--- src/led_mode_pkg.sv ---
// Constants shared by the mode and output-state register bank.
// Assumes a 250 MHz system clock and a 7-bit register address from the bus slave.
package led_mode_pkg;

  // Clock and timing
  localparam int CLK_MHZ           = 250;
  localparam int CLK_HZ            = CLK_MHZ * 1_000_000;
  localparam int OSC_START_US      = 500;
  localparam int OSC_START_CYCLES  = OSC_START_US * CLK_MHZ;
  localparam int PWM_HZ            = 31_250;
  localparam int PWM_STEPS         = 256;
  localparam int PWM_PERIOD_CYCLES = CLK_HZ / PWM_HZ;
  localparam int BLINK_STEP_SHIFT  = 3;

  // Register addresses
  localparam logic [6:0] ADDR_CTRL1        = 7'h00;
  localparam logic [6:0] ADDR_CTRL2        = 7'h01;
  localparam logic [6:0] ADDR_OUT_STATE0   = 7'h02;
  localparam logic [6:0] ADDR_OUT_STATE3   = 7'h05;
  localparam logic [6:0] ADDR_GROUP_DUTY   = 7'h06;
  localparam logic [6:0] ADDR_GROUP_PERIOD = 7'h07;
  localparam logic [6:0] ADDR_DUTY_FIRST   = 7'h08;
  localparam logic [6:0] ADDR_DUTY_LAST    = 7'h17;
  localparam logic [6:0] ADDR_DUTY_ALL     = 7'h44;
  localparam logic [6:0] ADDR_FAULT_LO     = 7'h46;
  localparam logic [6:0] ADDR_FAULT_HI     = 7'h47;

  // First mode register fields
  localparam int BIT_AUTOINC_FLAG = 7;
  localparam int BIT_AI_HI        = 6;
  localparam int BIT_AI_LO        = 5;
  localparam int BIT_SLEEP        = 4;
  localparam int BIT_SA1          = 3;
  localparam int BIT_SA2          = 2;
  localparam int BIT_SA3          = 1;
  localparam int BIT_BCAST        = 0;

  // Second mode register fields
  localparam int BIT_THERMAL  = 7;
  localparam int BIT_ERROR    = 6;
  localparam int BIT_DIMBLINK = 5;
  localparam int BIT_ERRCLR   = 4;
  localparam int BIT_UPD      = 3;
  localparam int BIT_EXP      = 2;
  localparam int BIT_RSVD1    = 1;
  localparam int BIT_RSVD0    = 0;

  // Reset values and the full-duty code
  localparam logic [6:0]  CTRL1_RESET      = 7'h09;
  localparam logic [7:0]  OUT_STATE_RESET  = 8'haa;
  localparam logic [7:0]  GROUP_DUTY_RESET = 8'hff;
  localparam logic [7:0]  GROUP_PER_RESET  = 8'h00;
  localparam logic [7:0]  DUTY_RESET       = 8'h00;
  localparam logic [7:0]  DUTY_FULL        = 8'hff;

  // Channel state encodings
  localparam logic [1:0] CH_OFF      = 2'b00;
  localparam logic [1:0] CH_FULL     = 2'b01;
  localparam logic [1:0] CH_PWM      = 2'b10;
  localparam logic [1:0] CH_PWM_GRP  = 2'b11;

endpackage

--- src/led_mode_regs.sv ---
// Mode, output-state and duty registers of a 16-channel LED driver, with the
// output stage that turns channel states and duty values into drive levels.
// Assumes a bus slave on sys_clk that gives write/read strobes and STOP/ACK events.
`timescale 1ns/1ps
module led_mode_regs
  import led_mode_pkg::*;
#(
  parameter int CHANNELS       = 16,
  parameter int OSC_START_CYC  = OSC_START_CYCLES
) (
  // Clock and reset
  input  wire logic                sys_clk,
  input  wire logic                rstn,
  // Register access from the bus slave
  input  wire logic [6:0]          reg_addr,
  input  wire logic [7:0]          reg_wdata,
  input  wire logic                reg_wr,
  input  wire logic                reg_rd,
  output logic      [7:0]          reg_rdata,
  output logic                     reg_rvalid,
  // Bus events and slave status
  input  wire logic                bus_stop,
  input  wire logic                bus_ack,
  input  wire logic                autoinc_active_flag,
  // Fault detection
  input  wire logic [CHANNELS-1:0] fault_detect,
  input  wire logic                thermal_fault_flag,
  // External output enable pin, active low
  input  wire logic                oe_n_pin,
  // Mode controls to the bus slave and gradation engine
  output logic                     autoinc_range_hi,
  output logic                     autoinc_range_lo,
  output logic                     subaddr_one_enable,
  output logic                     subaddr_two_enable,
  output logic                     subaddr_three_enable,
  output logic                     broadcast_addr_enable,
  output logic                     group_dim_or_blink,
  output logic                     output_update_timing,
  output logic                     exponential_ramp_select,
  // Oscillator and outputs
  output logic                     osc_enable,
  output logic [CHANNELS-1:0]      led_drive,
  output logic [CHANNELS-1:0]      output_fault_flags,
  output logic                     error_summary
);

  localparam int OSC_CW  = $clog2(OSC_START_CYC + 1);
  localparam int ACC_W   = $clog2(PWM_PERIOD_CYCLES + PWM_STEPS + 1);
  localparam int BLINK_W = 8 + BLINK_STEP_SHIFT;
  localparam logic [ACC_W-1:0] ACC_STEP   = ACC_W'(PWM_STEPS);
  localparam logic [ACC_W-1:0] ACC_PERIOD = ACC_W'(PWM_PERIOD_CYCLES);

  // Drive level of one channel from its state and the PWM phases
  function automatic logic chan_drive(input logic [1:0] st, input logic [7:0] duty,
                                      input logic [7:0] ph, input logic grp_on,
                                      input logic run);
    logic ind;
    ind = run && ((duty == DUTY_FULL) || (ph < duty));
    case (st)
      CH_OFF:     chan_drive = 1'b0;
      CH_FULL:    chan_drive = 1'b1;
      CH_PWM:     chan_drive = ind;
      CH_PWM_GRP: chan_drive = ind && grp_on;
      default:    chan_drive = 1'b0;
    endcase
  endfunction

  logic [6:0]            ctrl1;
  logic                  dim_blink;
  logic                  upd;
  logic                  exp_sel;
  logic [31:0]           state_staged;
  logic [31:0]           state_act;
  logic [7:0]            grp_duty_staged;
  logic [7:0]            grp_period_staged;
  logic [7:0]            grp_duty_act;
  logic [7:0]            grp_period_act;
  logic                  apply_q;
  logic [CHANNELS-1:0]   fault_flags;
  logic [OSC_CW-1:0]     osc_cnt;
  logic                  osc_ready;
  logic [ACC_W-1:0]      step_acc;
  logic [7:0]            phase;
  logic [7:0]            gphase;
  logic [BLINK_W-1:0]    blink_cnt;
  logic                  scan_run;
  logic [3:0]            scan_idx;
  logic                  scan_vld;
  logic [3:0]            scan_ch;
  logic [CHANNELS-1:0]   led_raw;
  logic                  oe_s1;
  logic                  oe_s2;
  logic                  oe_s3;
  logic                  oe_off;
  logic                  rd1;
  logic                  duty_sel1;
  logic [7:0]            local1;
  logic [7:0]            duty_rd_data;
  logic [7:0]            duty_scan_data;

  // Address decode
  wire        wr_ctrl1     = reg_wr && (reg_addr == ADDR_CTRL1);
  wire        wr_ctrl2     = reg_wr && (reg_addr == ADDR_CTRL2);
  wire        hit_state    = (reg_addr >= ADDR_OUT_STATE0) && (reg_addr <= ADDR_OUT_STATE3);
  wire        wr_state     = reg_wr && hit_state;
  wire [6:0]  state_off    = reg_addr - ADDR_OUT_STATE0;
  wire [1:0]  state_idx    = state_off[1:0];
  wire        wr_gduty     = reg_wr && (reg_addr == ADDR_GROUP_DUTY);
  wire        wr_gperiod   = reg_wr && (reg_addr == ADDR_GROUP_PERIOD);
  wire        hit_duty     = (reg_addr >= ADDR_DUTY_FIRST) && (reg_addr <= ADDR_DUTY_LAST);
  wire        wr_duty      = reg_wr && hit_duty;
  wire        wr_duty_all  = reg_wr && (reg_addr == ADDR_DUTY_ALL);
  wire [3:0]  duty_idx     = {reg_addr[4], reg_addr[2:0]};
  wire        clr_faults   = wr_ctrl2 && reg_wdata[BIT_ERRCLR];
  wire        sleeping     = ctrl1[BIT_SLEEP];

  // Settings move to the output stage on the chosen bus event
  wire        apply_evt    = upd ? bus_ack : bus_stop;

  // Sticky fault flags; a fault seen in the clear cycle still sets its flag
  wire [CHANNELS-1:0] next_fault_flags = (clr_faults ? '0 : fault_flags) | fault_detect;

  // PWM time base
  wire [ACC_W-1:0] acc_sum   = step_acc + ACC_STEP;
  wire             step_tick = acc_sum >= ACC_PERIOD;
  wire             pwm_wrap  = step_tick && (phase == 8'hff);
  wire [BLINK_W-1:0] blink_last = {grp_period_act, {BLINK_STEP_SHIFT{1'b1}}};
  wire             grp_on    = gphase < grp_duty_act;

  // Read-back value of the non-memory registers
  logic [7:0] local_rdata;
  always_comb begin
    local_rdata = 8'h00;
    case (reg_addr)
      ADDR_CTRL1: begin
        local_rdata = {autoinc_active_flag, ctrl1};
      end
      ADDR_CTRL2: begin
        local_rdata                = 8'h00;
        local_rdata[BIT_THERMAL]   = thermal_fault_flag;
        local_rdata[BIT_ERROR]     = |fault_flags;
        local_rdata[BIT_DIMBLINK]  = dim_blink;
        local_rdata[BIT_ERRCLR]    = 1'b0;
        local_rdata[BIT_UPD]       = upd;
        local_rdata[BIT_EXP]       = exp_sel;
        local_rdata[BIT_RSVD1]     = 1'b0;
        local_rdata[BIT_RSVD0]     = 1'b1;
      end
      ADDR_GROUP_DUTY:   local_rdata = grp_duty_staged;
      ADDR_GROUP_PERIOD: local_rdata = grp_period_staged;
      ADDR_FAULT_LO:     local_rdata = fault_flags[7:0];
      ADDR_FAULT_HI:     local_rdata = fault_flags[15:8];
      default: begin
        if (hit_state) begin
          local_rdata = state_staged[state_idx*8 +: 8];
        end
      end
    endcase
  end

  // Mode registers; read-only bits have no storage, so writes to them vanish
  always_ff @(posedge sys_clk or negedge rstn) begin
    if (!rstn) begin
      ctrl1     <= CTRL1_RESET;
      dim_blink <= 1'b0;
      upd       <= 1'b0;
      exp_sel   <= 1'b0;
    end else begin
      if (wr_ctrl1) begin
        ctrl1 <= reg_wdata[6:0];
      end
      if (wr_ctrl2) begin
        dim_blink <= reg_wdata[BIT_DIMBLINK];
        upd       <= reg_wdata[BIT_UPD];
        exp_sel   <= reg_wdata[BIT_EXP];
      end
    end
  end

  // Staged output state and group settings, as the host sees them
  always_ff @(posedge sys_clk or negedge rstn) begin
    if (!rstn) begin
      state_staged      <= {4{OUT_STATE_RESET}};
      grp_duty_staged   <= GROUP_DUTY_RESET;
      grp_period_staged <= GROUP_PER_RESET;
    end else begin
      if (wr_state) begin
        state_staged[state_idx*8 +: 8] <= reg_wdata;
      end
      if (wr_gduty) begin
        grp_duty_staged <= reg_wdata;
      end
      if (wr_gperiod) begin
        grp_period_staged <= reg_wdata;
      end
    end
  end

  // Active copies, loaded one edge after STOP or ACK so a same-cycle write is caught
  always_ff @(posedge sys_clk or negedge rstn) begin
    if (!rstn) begin
      apply_q        <= 1'b0;
      state_act      <= {4{OUT_STATE_RESET}};
      grp_duty_act   <= GROUP_DUTY_RESET;
      grp_period_act <= GROUP_PER_RESET;
    end else begin
      apply_q <= apply_evt;
      if (apply_q) begin
        state_act      <= state_staged;
        grp_duty_act   <= grp_duty_staged;
        grp_period_act <= grp_period_staged;
      end
    end
  end

  // Fault flags and summary; detection again after a clear re-sets them
  always_ff @(posedge sys_clk or negedge rstn) begin
    if (!rstn) begin
      fault_flags        <= '0;
      output_fault_flags <= '0;
      error_summary      <= 1'b0;
    end else begin
      fault_flags        <= next_fault_flags;
      output_fault_flags <= next_fault_flags;
      error_summary      <= |next_fault_flags;
    end
  end

  // Oscillator start; PWM is held off until the start window has passed
  always_ff @(posedge sys_clk or negedge rstn) begin
    if (!rstn) begin
      osc_enable <= 1'b0;
      osc_cnt    <= '0;
      osc_ready  <= 1'b0;
    end else begin
      osc_enable <= !sleeping;
      if (sleeping) begin
        osc_cnt   <= '0;
        osc_ready <= 1'b0;
      end else if (!osc_ready) begin
        if (osc_cnt == OSC_CW'(OSC_START_CYC - 1)) begin
          osc_ready <= 1'b1;
        end else begin
          osc_cnt <= osc_cnt + 1'b1;
        end
      end
    end
  end

  // Fractional step generator: 256 steps per 8000 cycles gives exactly 31.25 kHz
  always_ff @(posedge sys_clk or negedge rstn) begin
    if (!rstn) begin
      step_acc <= '0;
    end else begin
      step_acc <= step_tick ? acc_sum - ACC_PERIOD : acc_sum;
    end
  end

  // Individual and group phase; frozen at zero while the oscillator is stopped
  always_ff @(posedge sys_clk or negedge rstn) begin
    if (!rstn) begin
      phase     <= '0;
      gphase    <= '0;
      blink_cnt <= '0;
    end else if (!osc_ready) begin
      phase     <= '0;
      gphase    <= '0;
      blink_cnt <= '0;
    end else begin
      if (step_tick) begin
        phase <= phase + 1'b1;
      end
      if (pwm_wrap) begin
        if (!dim_blink) begin
          gphase <= gphase + 1'b1;
        end else if (blink_cnt == blink_last) begin
          blink_cnt <= '0;
          gphase    <= gphase + 1'b1;
        end else begin
          blink_cnt <= blink_cnt + 1'b1;
        end
      end
    end
  end

  // Channel scan after each step; the 31-cycle step leaves room for 16 reads
  always_ff @(posedge sys_clk or negedge rstn) begin
    if (!rstn) begin
      scan_run <= 1'b0;
      scan_idx <= '0;
      scan_vld <= 1'b0;
      scan_ch  <= '0;
    end else begin
      scan_vld <= scan_run;
      scan_ch  <= scan_idx;
      if (step_tick) begin
        scan_run <= 1'b1;
        scan_idx <= '0;
      end else if (scan_run) begin
        scan_idx <= scan_idx + 1'b1;
        if (scan_idx == 4'hf) begin
          scan_run <= 1'b0;
        end
      end
    end
  end

  // Per-channel drive levels from the scanned duty value
  always_ff @(posedge sys_clk or negedge rstn) begin
    if (!rstn) begin
      led_raw <= '0;
    end else if (scan_vld) begin
      led_raw[scan_ch] <= chan_drive(state_act[scan_ch*2 +: 2], duty_scan_data, phase,
                                     grp_on, osc_ready);
    end
  end

  // Enable pin synchroniser; a change counts when the last two stages agree
  always_ff @(posedge sys_clk or negedge rstn) begin
    if (!rstn) begin
      oe_s1  <= 1'b1;
      oe_s2  <= 1'b1;
      oe_s3  <= 1'b1;
      oe_off <= 1'b1;
    end else begin
      oe_s1 <= oe_n_pin;
      oe_s2 <= oe_s1;
      oe_s3 <= oe_s2;
      if (oe_s2 == oe_s3) begin
        oe_off <= oe_s3;
      end
    end
  end

  // Output drive; the pin gates every channel, including fully-on ones
  always_ff @(posedge sys_clk or negedge rstn) begin
    if (!rstn) begin
      led_drive <= '0;
    end else begin
      led_drive <= oe_off ? '0 : led_raw;
    end
  end

  // Read pipeline: memory and local data both settle one edge after the strobe
  always_ff @(posedge sys_clk or negedge rstn) begin
    if (!rstn) begin
      rd1        <= 1'b0;
      duty_sel1  <= 1'b0;
      local1     <= '0;
      reg_rdata  <= '0;
      reg_rvalid <= 1'b0;
    end else begin
      rd1        <= reg_rd;
      duty_sel1  <= hit_duty;
      local1     <= local_rdata;
      reg_rvalid <= rd1;
      if (rd1) begin
        reg_rdata <= duty_sel1 ? duty_rd_data : local1;
      end
    end
  end

  // Mode control outputs, straight from the mode flip-flops
  assign autoinc_range_hi        = ctrl1[BIT_AI_HI];
  assign autoinc_range_lo        = ctrl1[BIT_AI_LO];
  assign subaddr_one_enable      = ctrl1[BIT_SA1];
  assign subaddr_two_enable      = ctrl1[BIT_SA2];
  assign subaddr_three_enable    = ctrl1[BIT_SA3];
  assign broadcast_addr_enable   = ctrl1[BIT_BCAST];
  assign group_dim_or_blink      = dim_blink;
  assign output_update_timing    = upd;
  assign exponential_ramp_select = exp_sel;

  // Duty store; the broadcast duty write fills all sixteen words
  duty_mem #(
    .WIDTH (8),
    .DEPTH (CHANNELS),
    .AW    (4)
  ) u_duty (
    .sys_clk   (sys_clk),
    .rstn      (rstn),
    .wr_en     (wr_duty),
    .wr_all    (wr_duty_all),
    .wr_addr   (duty_idx),
    .wr_data   (reg_wdata),
    .rd_a_addr (duty_idx),
    .rd_a_data (duty_rd_data),
    .rd_b_addr (scan_idx),
    .rd_b_data (duty_scan_data)
  );

endmodule

--- src/duty_mem.sv ---
// Per-channel duty store with one write port, a broadcast write and two read ports.
// Assumes writes come from the register decoder on the same clock; reads return after one edge.
`timescale 1ns/1ps
module duty_mem
  import led_mode_pkg::*;
#(
  parameter int WIDTH = 8,
  parameter int DEPTH = 16,
  parameter int AW    = 4
) (
  // Clock and reset
  input  wire logic             sys_clk,
  input  wire logic             rstn,
  // Write side
  input  wire logic             wr_en,
  input  wire logic             wr_all,
  input  wire logic [AW-1:0]    wr_addr,
  input  wire logic [WIDTH-1:0] wr_data,
  // Read port a (register reads)
  input  wire logic [AW-1:0]    rd_a_addr,
  output logic      [WIDTH-1:0] rd_a_data,
  // Read port b (output scan)
  input  wire logic [AW-1:0]    rd_b_addr,
  output logic      [WIDTH-1:0] rd_b_data
);

  logic [WIDTH-1:0] mem [DEPTH];

  // Storage; the broadcast write takes every word at once
  always_ff @(posedge sys_clk or negedge rstn) begin
    if (!rstn) begin
      for (int i = 0; i < DEPTH; i++) begin
        mem[i] <= WIDTH'(DUTY_RESET);
      end
    end else begin
      for (int i = 0; i < DEPTH; i++) begin
        if (wr_all || (wr_en && wr_addr == AW'(i))) begin
          mem[i] <= wr_data;
        end
      end
    end
  end

  // Registered read data on both ports
  always_ff @(posedge sys_clk or negedge rstn) begin
    if (!rstn) begin
      rd_a_data <= '0;
      rd_b_data <= '0;
    end else begin
      rd_a_data <= mem[rd_a_addr];
      rd_b_data <= mem[rd_b_addr];
    end
  end

endmodule

--- config.mk ---
export PLATFORM = sky130hd
export DESIGN_NAME = led_mode_regs
export DESIGN_NICKNAME = d
export VERILOG_FILES = /design/src/led_mode_pkg.sv /design/src/led_mode_regs.sv /design/src/duty_mem.sv
export SDC_FILE = /design/constraint.sdc
export NUM_CORES = 1
export LEC_CHECK = 0
export ABC_AREA = 1
export BUFFER_PORTS_ARGS = -buffer_cell sky130_fd_sc_hd__buf_2
export CAP_MARGIN = 40
export CORE_ASPECT_RATIO = 1.75
export CORE_MARGIN = 3
export CORE_UTILIZATION = 35
export DETAILED_ROUTE_END_ITERATION = 7
export GPL_TIMING_DRIVEN = 0
export PLACE_DENSITY = 0.59
export SLEW_MARGIN = 20
export SYNTH_ARGS = -nofsm -noshare
export SYNTH_HDL_FRONTEND = slang
export SYNTH_SLANG_ARGS = --single-unit
--- constraint.sdc ---
create_clock -name sys_clk -period 2.8 [get_ports sys_clk]
set_clock_uncertainty 0.2 [all_clocks]
set_input_delay 0.56 -clock sys_clk [delete_from_list [all_inputs] [get_ports sys_clk]]
set_output_delay 0.56 -clock sys_clk [all_outputs]
set_load 0.005 [all_outputs]
==> impl_metrics.ini, run 1 <==
[critical_path]
reg2reg_slack_ns = 0.01
critPathCaptureType = register
r2r_cells = 7
cp.depth = 7
critPathBufInv = 3
cp-endpoint = u_duty.rd_b_data[2]
cp_common_cell = nand3_1
r2r-end = u_duty.rd_b_data[2]
crit_family = compound AO/OA/AOI/OAI gates
critPathMaxFanout = 10
arrival_ns = 2.99
rr_startpoint = scan_idx[0]
setup.worst_path.start_class = register
critical_path.startpoint = scan_idx[0]
critical_path_required_ns = 3.00
crit_chain = inv_2 > buf_2 > clkbuf_1 > o21ai_0 > nand3_1 > nand3_1 > or3b_1
slowest_delay_ns = 0.72
setup.worst_path.class = register to register
critPathSlowestCell = o21ai_0

[sta]
fin_setup_tns_ns = 0
report.final.slew_viol_count = 0
hold_viol = 0
rsz0062_at_grt = no
slew_headroom_pct = 42.70
max_freq_mhz = 358.8
layout_min_cycle_time_ns = 2.787
finalCritPeriodShare_pct = 99.55
worstMarginPinSlew_ns = 0.8505
setup_viol = 0

[yosys]
synth_compound_area_share_pct = 16.93
synth.largest_area_cell = dfrtp_1
yosys.area_share.simple_pct = 20.85
async_reset_ff_share_pct = 100.0
synth-xor-area-share_pct = 1.353
ys_seq_area_share_pct = 50.20
synth_top_family_by_area = simple AND/OR/NAND/NOR gates
synth_common_cells = nand2_1, o21ai_0, dfrtp_1
synthTopCellsByArea = dfrtp_1, nand2_1, o21ai_0
ys_types = 47
synth_warnings = 0
syn-num-nets = 2493
synth_area_sq_um = 19430
ys.flop_type = dfrtp_1
avgSynthCellArea_sq_um = 8.011
synth_top_area_share_pct = 42.90
synth_most_common_cell = nand2_1
synthCells = 2425
synth_edf_count = 0
synth.mux.area_fraction_pct = 0.9854
synth_fa_ha_area_share_pct = 1.855
ys_ff_latch = 387

[place]
gp_congestion = 1.031
port_buffers = 90
dp_hpwl_mm = 54.06

[detailed_routing]
vias_per_cell = 5.306
wl_per_cell_um = 21.10
drt_wl_total_mm = 69.85
ant_nets = 0
drc = 0
route.vias.total = 17570
first_iter_violations = 1310
dr_wl_met2_mm = 35.70
highest-signal-layer = met4
wl_met3_mm = 2.971
wl_met1_mm = 23.88
firstDrtPassIters = 6

[cts]
clock-sinks = 387
cts_buffers = 40
cts_tree = done
htree_levels = 2
ctsRootBufferMaster = clkbuf_16
clk_latency_ns = 0.55
clk_pin_slew_worst_paths_ns = 0.07
ctsLongestPathBuffers = 3

[global_route]
grt_pass1_vias = 17370
grt.overflow.total = 0
grt_pass1_wl_mm = 104.9
grt.total_usage_pct = 23.67
antenna_found_initial = 1
grt_start_max_net_pins = 105

[run]
maxCapViolations = 0

[cells_and_area]
nNetsFinal = 2658
ff_latch_area_sq_um = 9752
drive_gt1_share_pct = 12.98
area_growth_pct = 15.93
n_fill_cell = 5557
multi_input_area_sq_um = 8184

[power_and_ir_drop]
powerDensity_nw_per_um2 = 637.2
ir_worst_vdd_mv = 0.3427
finalPower_uw = 14350
leakage_uw = 0.01046

[floorplan]
core-area_sq_um = 54570
ios = 92
die_h_um = 317.7
core.rowCount = 113
initial_utilization_pct = 35.60
die_x_um = 184.1
die-area_sq_um = 58480

[run_status]
status = finished clean

[min_path]
hold_path.class = primary input to register
==> final cells by class <==
type / count / share of cell area, %
Tap cell: 690 / 3.834
Multi-Input combinational cell: 1674 / 36.34
Antenna cell: 2 / 0.02222
Buffer: 125 / 2.822
Clock buffer: 55 / 5.011
Inverter: 238 / 4.011
Timing Repair Buffer: 124 / 4.045
Sequential cell: 387 / 43.30
Clock inverter: 16 / 0.6111
==> cells by family after synthesis <==
family,after synthesis
and+or+nand+nor,957
AOI/OAI and AO/OA,641
DFF,387
buffers and inverters,364
xor gates and xnor gates,30
adders and majority gates,29
muxes,17
==> worst min-delay path by stage <==
stage	from	to	slack, ns	cells after the start
final	fault_detect[2]	fault_flags[2]	0.02	3
after global routing	fault_detect[14]	fault_flags[14]	0.02	3
after CTS	fault_detect[2]	fault_flags[2]	0.002	3
after detailed placement	oe_s1	oe_s2	0.15	0
after global placement	oe_s1	oe_s2	0.15	0
after floorplan	rstn	apply_q	0.06	0
==> flip-flops by register name (all words and copies together), names as in the netlist, 4 cells and up <==
| signal | count |
|---|---|
| u_duty.mem | 128 |
| state_act | 32 |
| state_staged | 32 |
| osc_cnt | 17 |
| fault_flags | 16 |
| led_drive | 16 |
| led_raw | 16 |
| blink_cnt | 11 |
| gphase | 8 |
| grp_duty_act | 8 |
| grp_duty_staged | 8 |
| grp_period_act | 8 |
| grp_period_staged | 8 |
| local1 | 8 |
| phase | 8 |
| reg_rdata | 8 |
| step_acc | 8 |
| u_duty.rd_a_data | 8 |
| u_duty.rd_b_data | 8 |
| ctrl1 | 7 |
| scan_ch | 4 |
| scan_idx | 4 |
==> where the power goes <==
group          leakage [uW]  internal, uW  switching [uW]
combinational       0.00518           713            1560
clock              0.000610          2940            2320
sequential          0.00467          6390             431
total                0.0105         10000            4310
==> placed cells by master, fill, tap and decap left out, drive strengths merged, types with 2 or more instances in the layout <==
cell type / synthesis / layout
diode: 0 / 2
or3b: 8 / 8
nand3b: 3 / 3
o21a: 4 / 4
o21bai: 4 / 4
o211ai: 3 / 3
xor2: 25 / 25
xnor2: 5 / 5
nor2: 195 / 195
a31oi: 9 / 9
o21ai: 351 / 351
o31ai: 2 / 2
nand2: 555 / 555
clkinvlp: 0 / 7
nor3b: 2 / 2
nor3: 20 / 20
o2111ai: 2 / 2
nand3: 123 / 123
clkinv: 7 / 12
mux2: 17 / 17
or2: 3 / 3
dlygate4sd3: 0 / 9
inv: 231 / 234
a21oi: 262 / 262
nor4: 10 / 10
ha: 28 / 28
dfrtp: 333 / 333
buf: 48 / 162
nand4: 36 / 36
dfstp: 54 / 54
clkbuf: 78 / 133
==> routing by layer <==
layer	GRT usage, %	vias up
met5	0	-
met2	41.87	661
li1	-	8316
met4	20.26	0
met1	24.50	8309
met3	2.653	282
==> worst register-to-register path: cells and delay by family, from the launching register on <==
family                 cells  cell delay (ns)
AO/OA/AOI/OAI              1             0.72
flip-flops                 1             0.55
AND/OR/NAND/NOR            3             0.66
buffers and inverters      3             0.51
==> metrics by stage <==
stage | hold slack (ns) | util [%] | area [sq um] | setup WS (ns) | instances
floorplan | 0.06441 | - | 19430 | 0.05701 | 2425
global placement | 0.1472 | 38.01 | 20740 | -6.608 | 3205
detailed placement | 0.1472 | 38.57 | 21050 | -1.153 | 3224
CTS | 0.002451 | 41.15 | 22460 | 0.01643 | 3306
global route | 0.01713 | 41.26 | 22520 | 0.007414 | 3309
finish | 0.01770 | 41.27 | 22520 | 0.01258 | 3311
==> what timing repair did <==
action / in CTS / in global routing
setup endpoints to repair: 172 / 86
hold endpoints to repair: 43 / 0
pin swaps: 2 / 2
gates cloned: 0 / 0
hold buffers: 9 / 0
gates resized for setup: 7 / 15
buffers inserted: 3 / 2
Note: power is estimated with default switching activity, not from simulation.
==> inputs of run 2 (changes only) <==
ABC_AREA = default   (was 1)
==> run 2 against run 1 <==
First-iteration DRC count is 40% lower. Global-route usage is 5.1 points lower. Worst setup slack improved by 0.035 ns. Count of clock-buffer cells in the layout increased by 2. Via count is 28% lower. Largest power group unchanged. Sequential power is 7.0% lower. Largest cell class unchanged. Wire length shrank 25%. Synthesized cell count is 41% lower. Flip-flop and latch count unchanged.
==> impl_metrics.ini, run 2 <==
[critical_path]
r2r-end = u_duty.rd_b_data[3]
r2r_cells = 5
crit_family = compound AO/OA/AOI/OAI gates
critPathCaptureType = register
reg2reg_slack_ns = 0.10
crit_chain = buf_2 > clkbuf_1 > inv_1 > o311ai_1 > a211oi_2 > nand3_1 > o21ai_2 > mux2_2
critPathMaxFanout = 8
setup.worst_path.start_class = primary input
arrival_ns = 2.97
critical_path_required_ns = 3.01
slowest_delay_ns = 0.67
cp.depth = 8
rr_startpoint = scan_idx[0]
setup.worst_path.class = primary input to register
critPathSlowestCell = o21ai_2
critPathBufInv = 3

[yosys]
synth_common_cells = dfrtp_1, mux2_2, nand2_1
async_reset_ff_share_pct = 100.0
synth_warnings = 0
synth_area_sq_um = 18590
synth_top_area_share_pct = 44.82
ys_seq_area_share_pct = 52.46
synth.largest_area_cell = dfrtp_1
ys_types = 74
synthCells = 1431
synthTopCellsByArea = dfrtp_1, mux4_2, mux2_2
ys.flop_type = dfrtp_1
synth_edf_count = 0
synth_most_common_cell = dfrtp_1
avgSynthCellArea_sq_um = 12.99
syn-num-nets = 1499
ys_ff_latch = 387

[min_path]
holdCritStartpoint = fault_detect[3]
hold_path.class = primary input to register
hold_depth = 2
hold_path_end = fault_flags[3]

[global_route]
antenna_found_initial = 0
grt.overflow.total = 0
grt_start_max_net_pins = 99
grt.total_usage_pct = 18.53
grt_pass1_wl_mm = 80.65
grt_pass1_vias = 13310

[cts]
cts_tree = done
htree_levels = 2
ctsRootBufferMaster = clkbuf_16
ctsLongestPathBuffers = 3
cts_buffers = 37
clock-sinks = 387
clk_pin_slew_worst_paths_ns = 0.06
clk_latency_ns = 0.54

[sta]
finalCritPeriodShare_pct = 98.30
max_freq_mhz = 363.3
worstMarginPinSlew_ns = 0.8954
report.final.slew_viol_count = 0
fin_setup_tns_ns = 0
slew_headroom_pct = 40.31
rsz0062_at_grt = yes
setup_viol = 0
layout_min_cycle_time_ns = 2.752
layout_setup_ws_ns = 0.04764
hold_viol = 0

[power_and_ir_drop]
p_comb_share_pct = 10.5
swShare_pct = 24.04
leakage_uw = 0.009215
ir_worst_vdd_mv = 0.3408
p_switching_uw = 3130
powerDensity_nw_per_um2 = 599.8
power_frac_seq_pct = 48.7
pwr-share-clk_pct = 40.8
intPower_uw = 9888

[cells_and_area]
diodes = 0
fin_area_sq_um = 21700
largestRegisters = u_duty.mem (128), state_act (32), state_staged (32)
n_fill_cell = 4853
mostFrequentLayoutCells = dfrtp_1, mux2_2, nand2_1
largest_reg_flops = 128
nNetsFinal = 1662
largest_register = u_duty.mem
area_growth_pct = 16.75
mostFrequentLayoutCell = dfrtp_1
drive_gt1_share_pct = 34.69

[floorplan]
ios = 92
die-area_sq_um = 56030
die_h_um = 310.9
initial_utilization_pct = 35.41
core.rowCount = 111
core-area_sq_um = 52500
die_x_um = 180.2

[run_status]
status = finished clean

[place]
gp_congestion = 0.9076
dp_slack_ns = -0.6251
dp_hpwl_mm = 40.07
port_buffers = 91
placed_area_sq_um = 20170

[detailed_routing]
vias_per_cell = 5.484
ant_nets = 0
drc = 0
drt_wl_total_mm = 52.57
wl_per_cell_um = 22.85
first_iter_violations = 790
route.vias.total = 12620
firstDrtPassIters = 7

[run]
maxCapViolations = 0
## run 2: changes by cell type after synthesis, sizes merged, moves of 25 or more
cell	before	now
nand2	555	107
o21ai	351	75
a21oi	262	58
inv	231	37
mux2	17	196
nor2	195	50
mux4	0	98
nand3	123	35
nand4	36	9
xnor2	5	30
## run 2: kinds of logic after synthesis
kind of cell | after synthesis | synth area share (%)
AO/OA/AOI/OAI | 213 | 7.525
XOR/XNOR | 38 | 1.831
adder cells (fa/ha/maj) | 29 | 1.938
buffers and inverters | 125 | 2.712
flip-flops | 387 | 52.46
multiplexers | 305 | 24.34
AND/OR/NAND/NOR | 334 | 9.200
## run 2: worst max path at each step
stage	end	start	slack [ns]
finish	u_duty.mem[55]	reg_addr[1]	0.05
global route	u_duty.mem[111]	reg_addr[0]	-0.08
CTS	blink_cnt[9]	step_acc[8]	0.02
detailed placement	local1[1]	reg_addr[0]	-0.63
global placement	u_duty.mem[107]	rstn	-6.48
floorplan	u_duty.rd_a_data[0]	reg_addr[0]	0.12
## run 2: metal layers
| metal | share of wire (%) | wire [um] | vias to the layer above | GRT usage (%) |
|---|---|---|---|---|
| met3 | 3.2 | 1699 | 147 | 1.871 |
| met1 | 35 | 18220 | 6488 | 19.37 |
| met2 | 56 | 29280 | 367 | 35.82 |
| li1 | - | - | 5617 | - |
| met4 | 6.4 | 3362 | 0 | 10.08 |
| met5 | 0 | 0 | - | 0 |
## run 2: layout make-up
type	instances	area, sq um	share of cell area [%]
Buffer	85	369.1	1.701
Clock buffer	57	1124	5.177
Clock inverter	11	161.4	0.7436
Inverter	38	142.6	0.6572
Multi-Input combinational cell	919	8418	38.78
Sequential cell	387	9752	44.93
Tap cell	678	848.3	3.908
Timing Repair Buffer	126	889.6	4.099
## run 2: per-stage QoR
step                      hold WS, ns  total power (uW)  utilization [%]  instances
after floorplan               0.06441              7166                -       1431
after global placement         0.1455              7692            37.90       2200
after detailed placement       0.1487              7797            38.42       2218
after CTS                   0.0003795             13150            41.15       2298
after global routing          0.01590             13510            41.34       2301
final                         0.02316             13020            41.34       2301
## run 2: worst register-to-register path: stages, from the launching register on
cell and delay (ns):
dfrtp_1 0.39, clkbuf_2 0.31, clkbuf_1 0.40, buf_8 0.22
mux4_2 0.56, mux4_2 0.50
## run 2: repair_timing
item	in CTS	in global routing
setup buffers	1	3
hold buffers	11	0
hold endpoints to repair	45	0
resized for setup	10	21
cloned	0	1
pin swaps	2	3
endpoints found under the setup margin	38	95
## run 2: power groups by stage
stage	combinational, uW	sequential (uW)	clock (uW)
6_report	1370	6340	5310
5_1_grt	1480	6380	5650
4_1_cts	1390	6330	5430
3_5_place_dp	1360	6430	0
3_3_place_gp	1290	6400	0
2_1_floorplan	848	6320	0
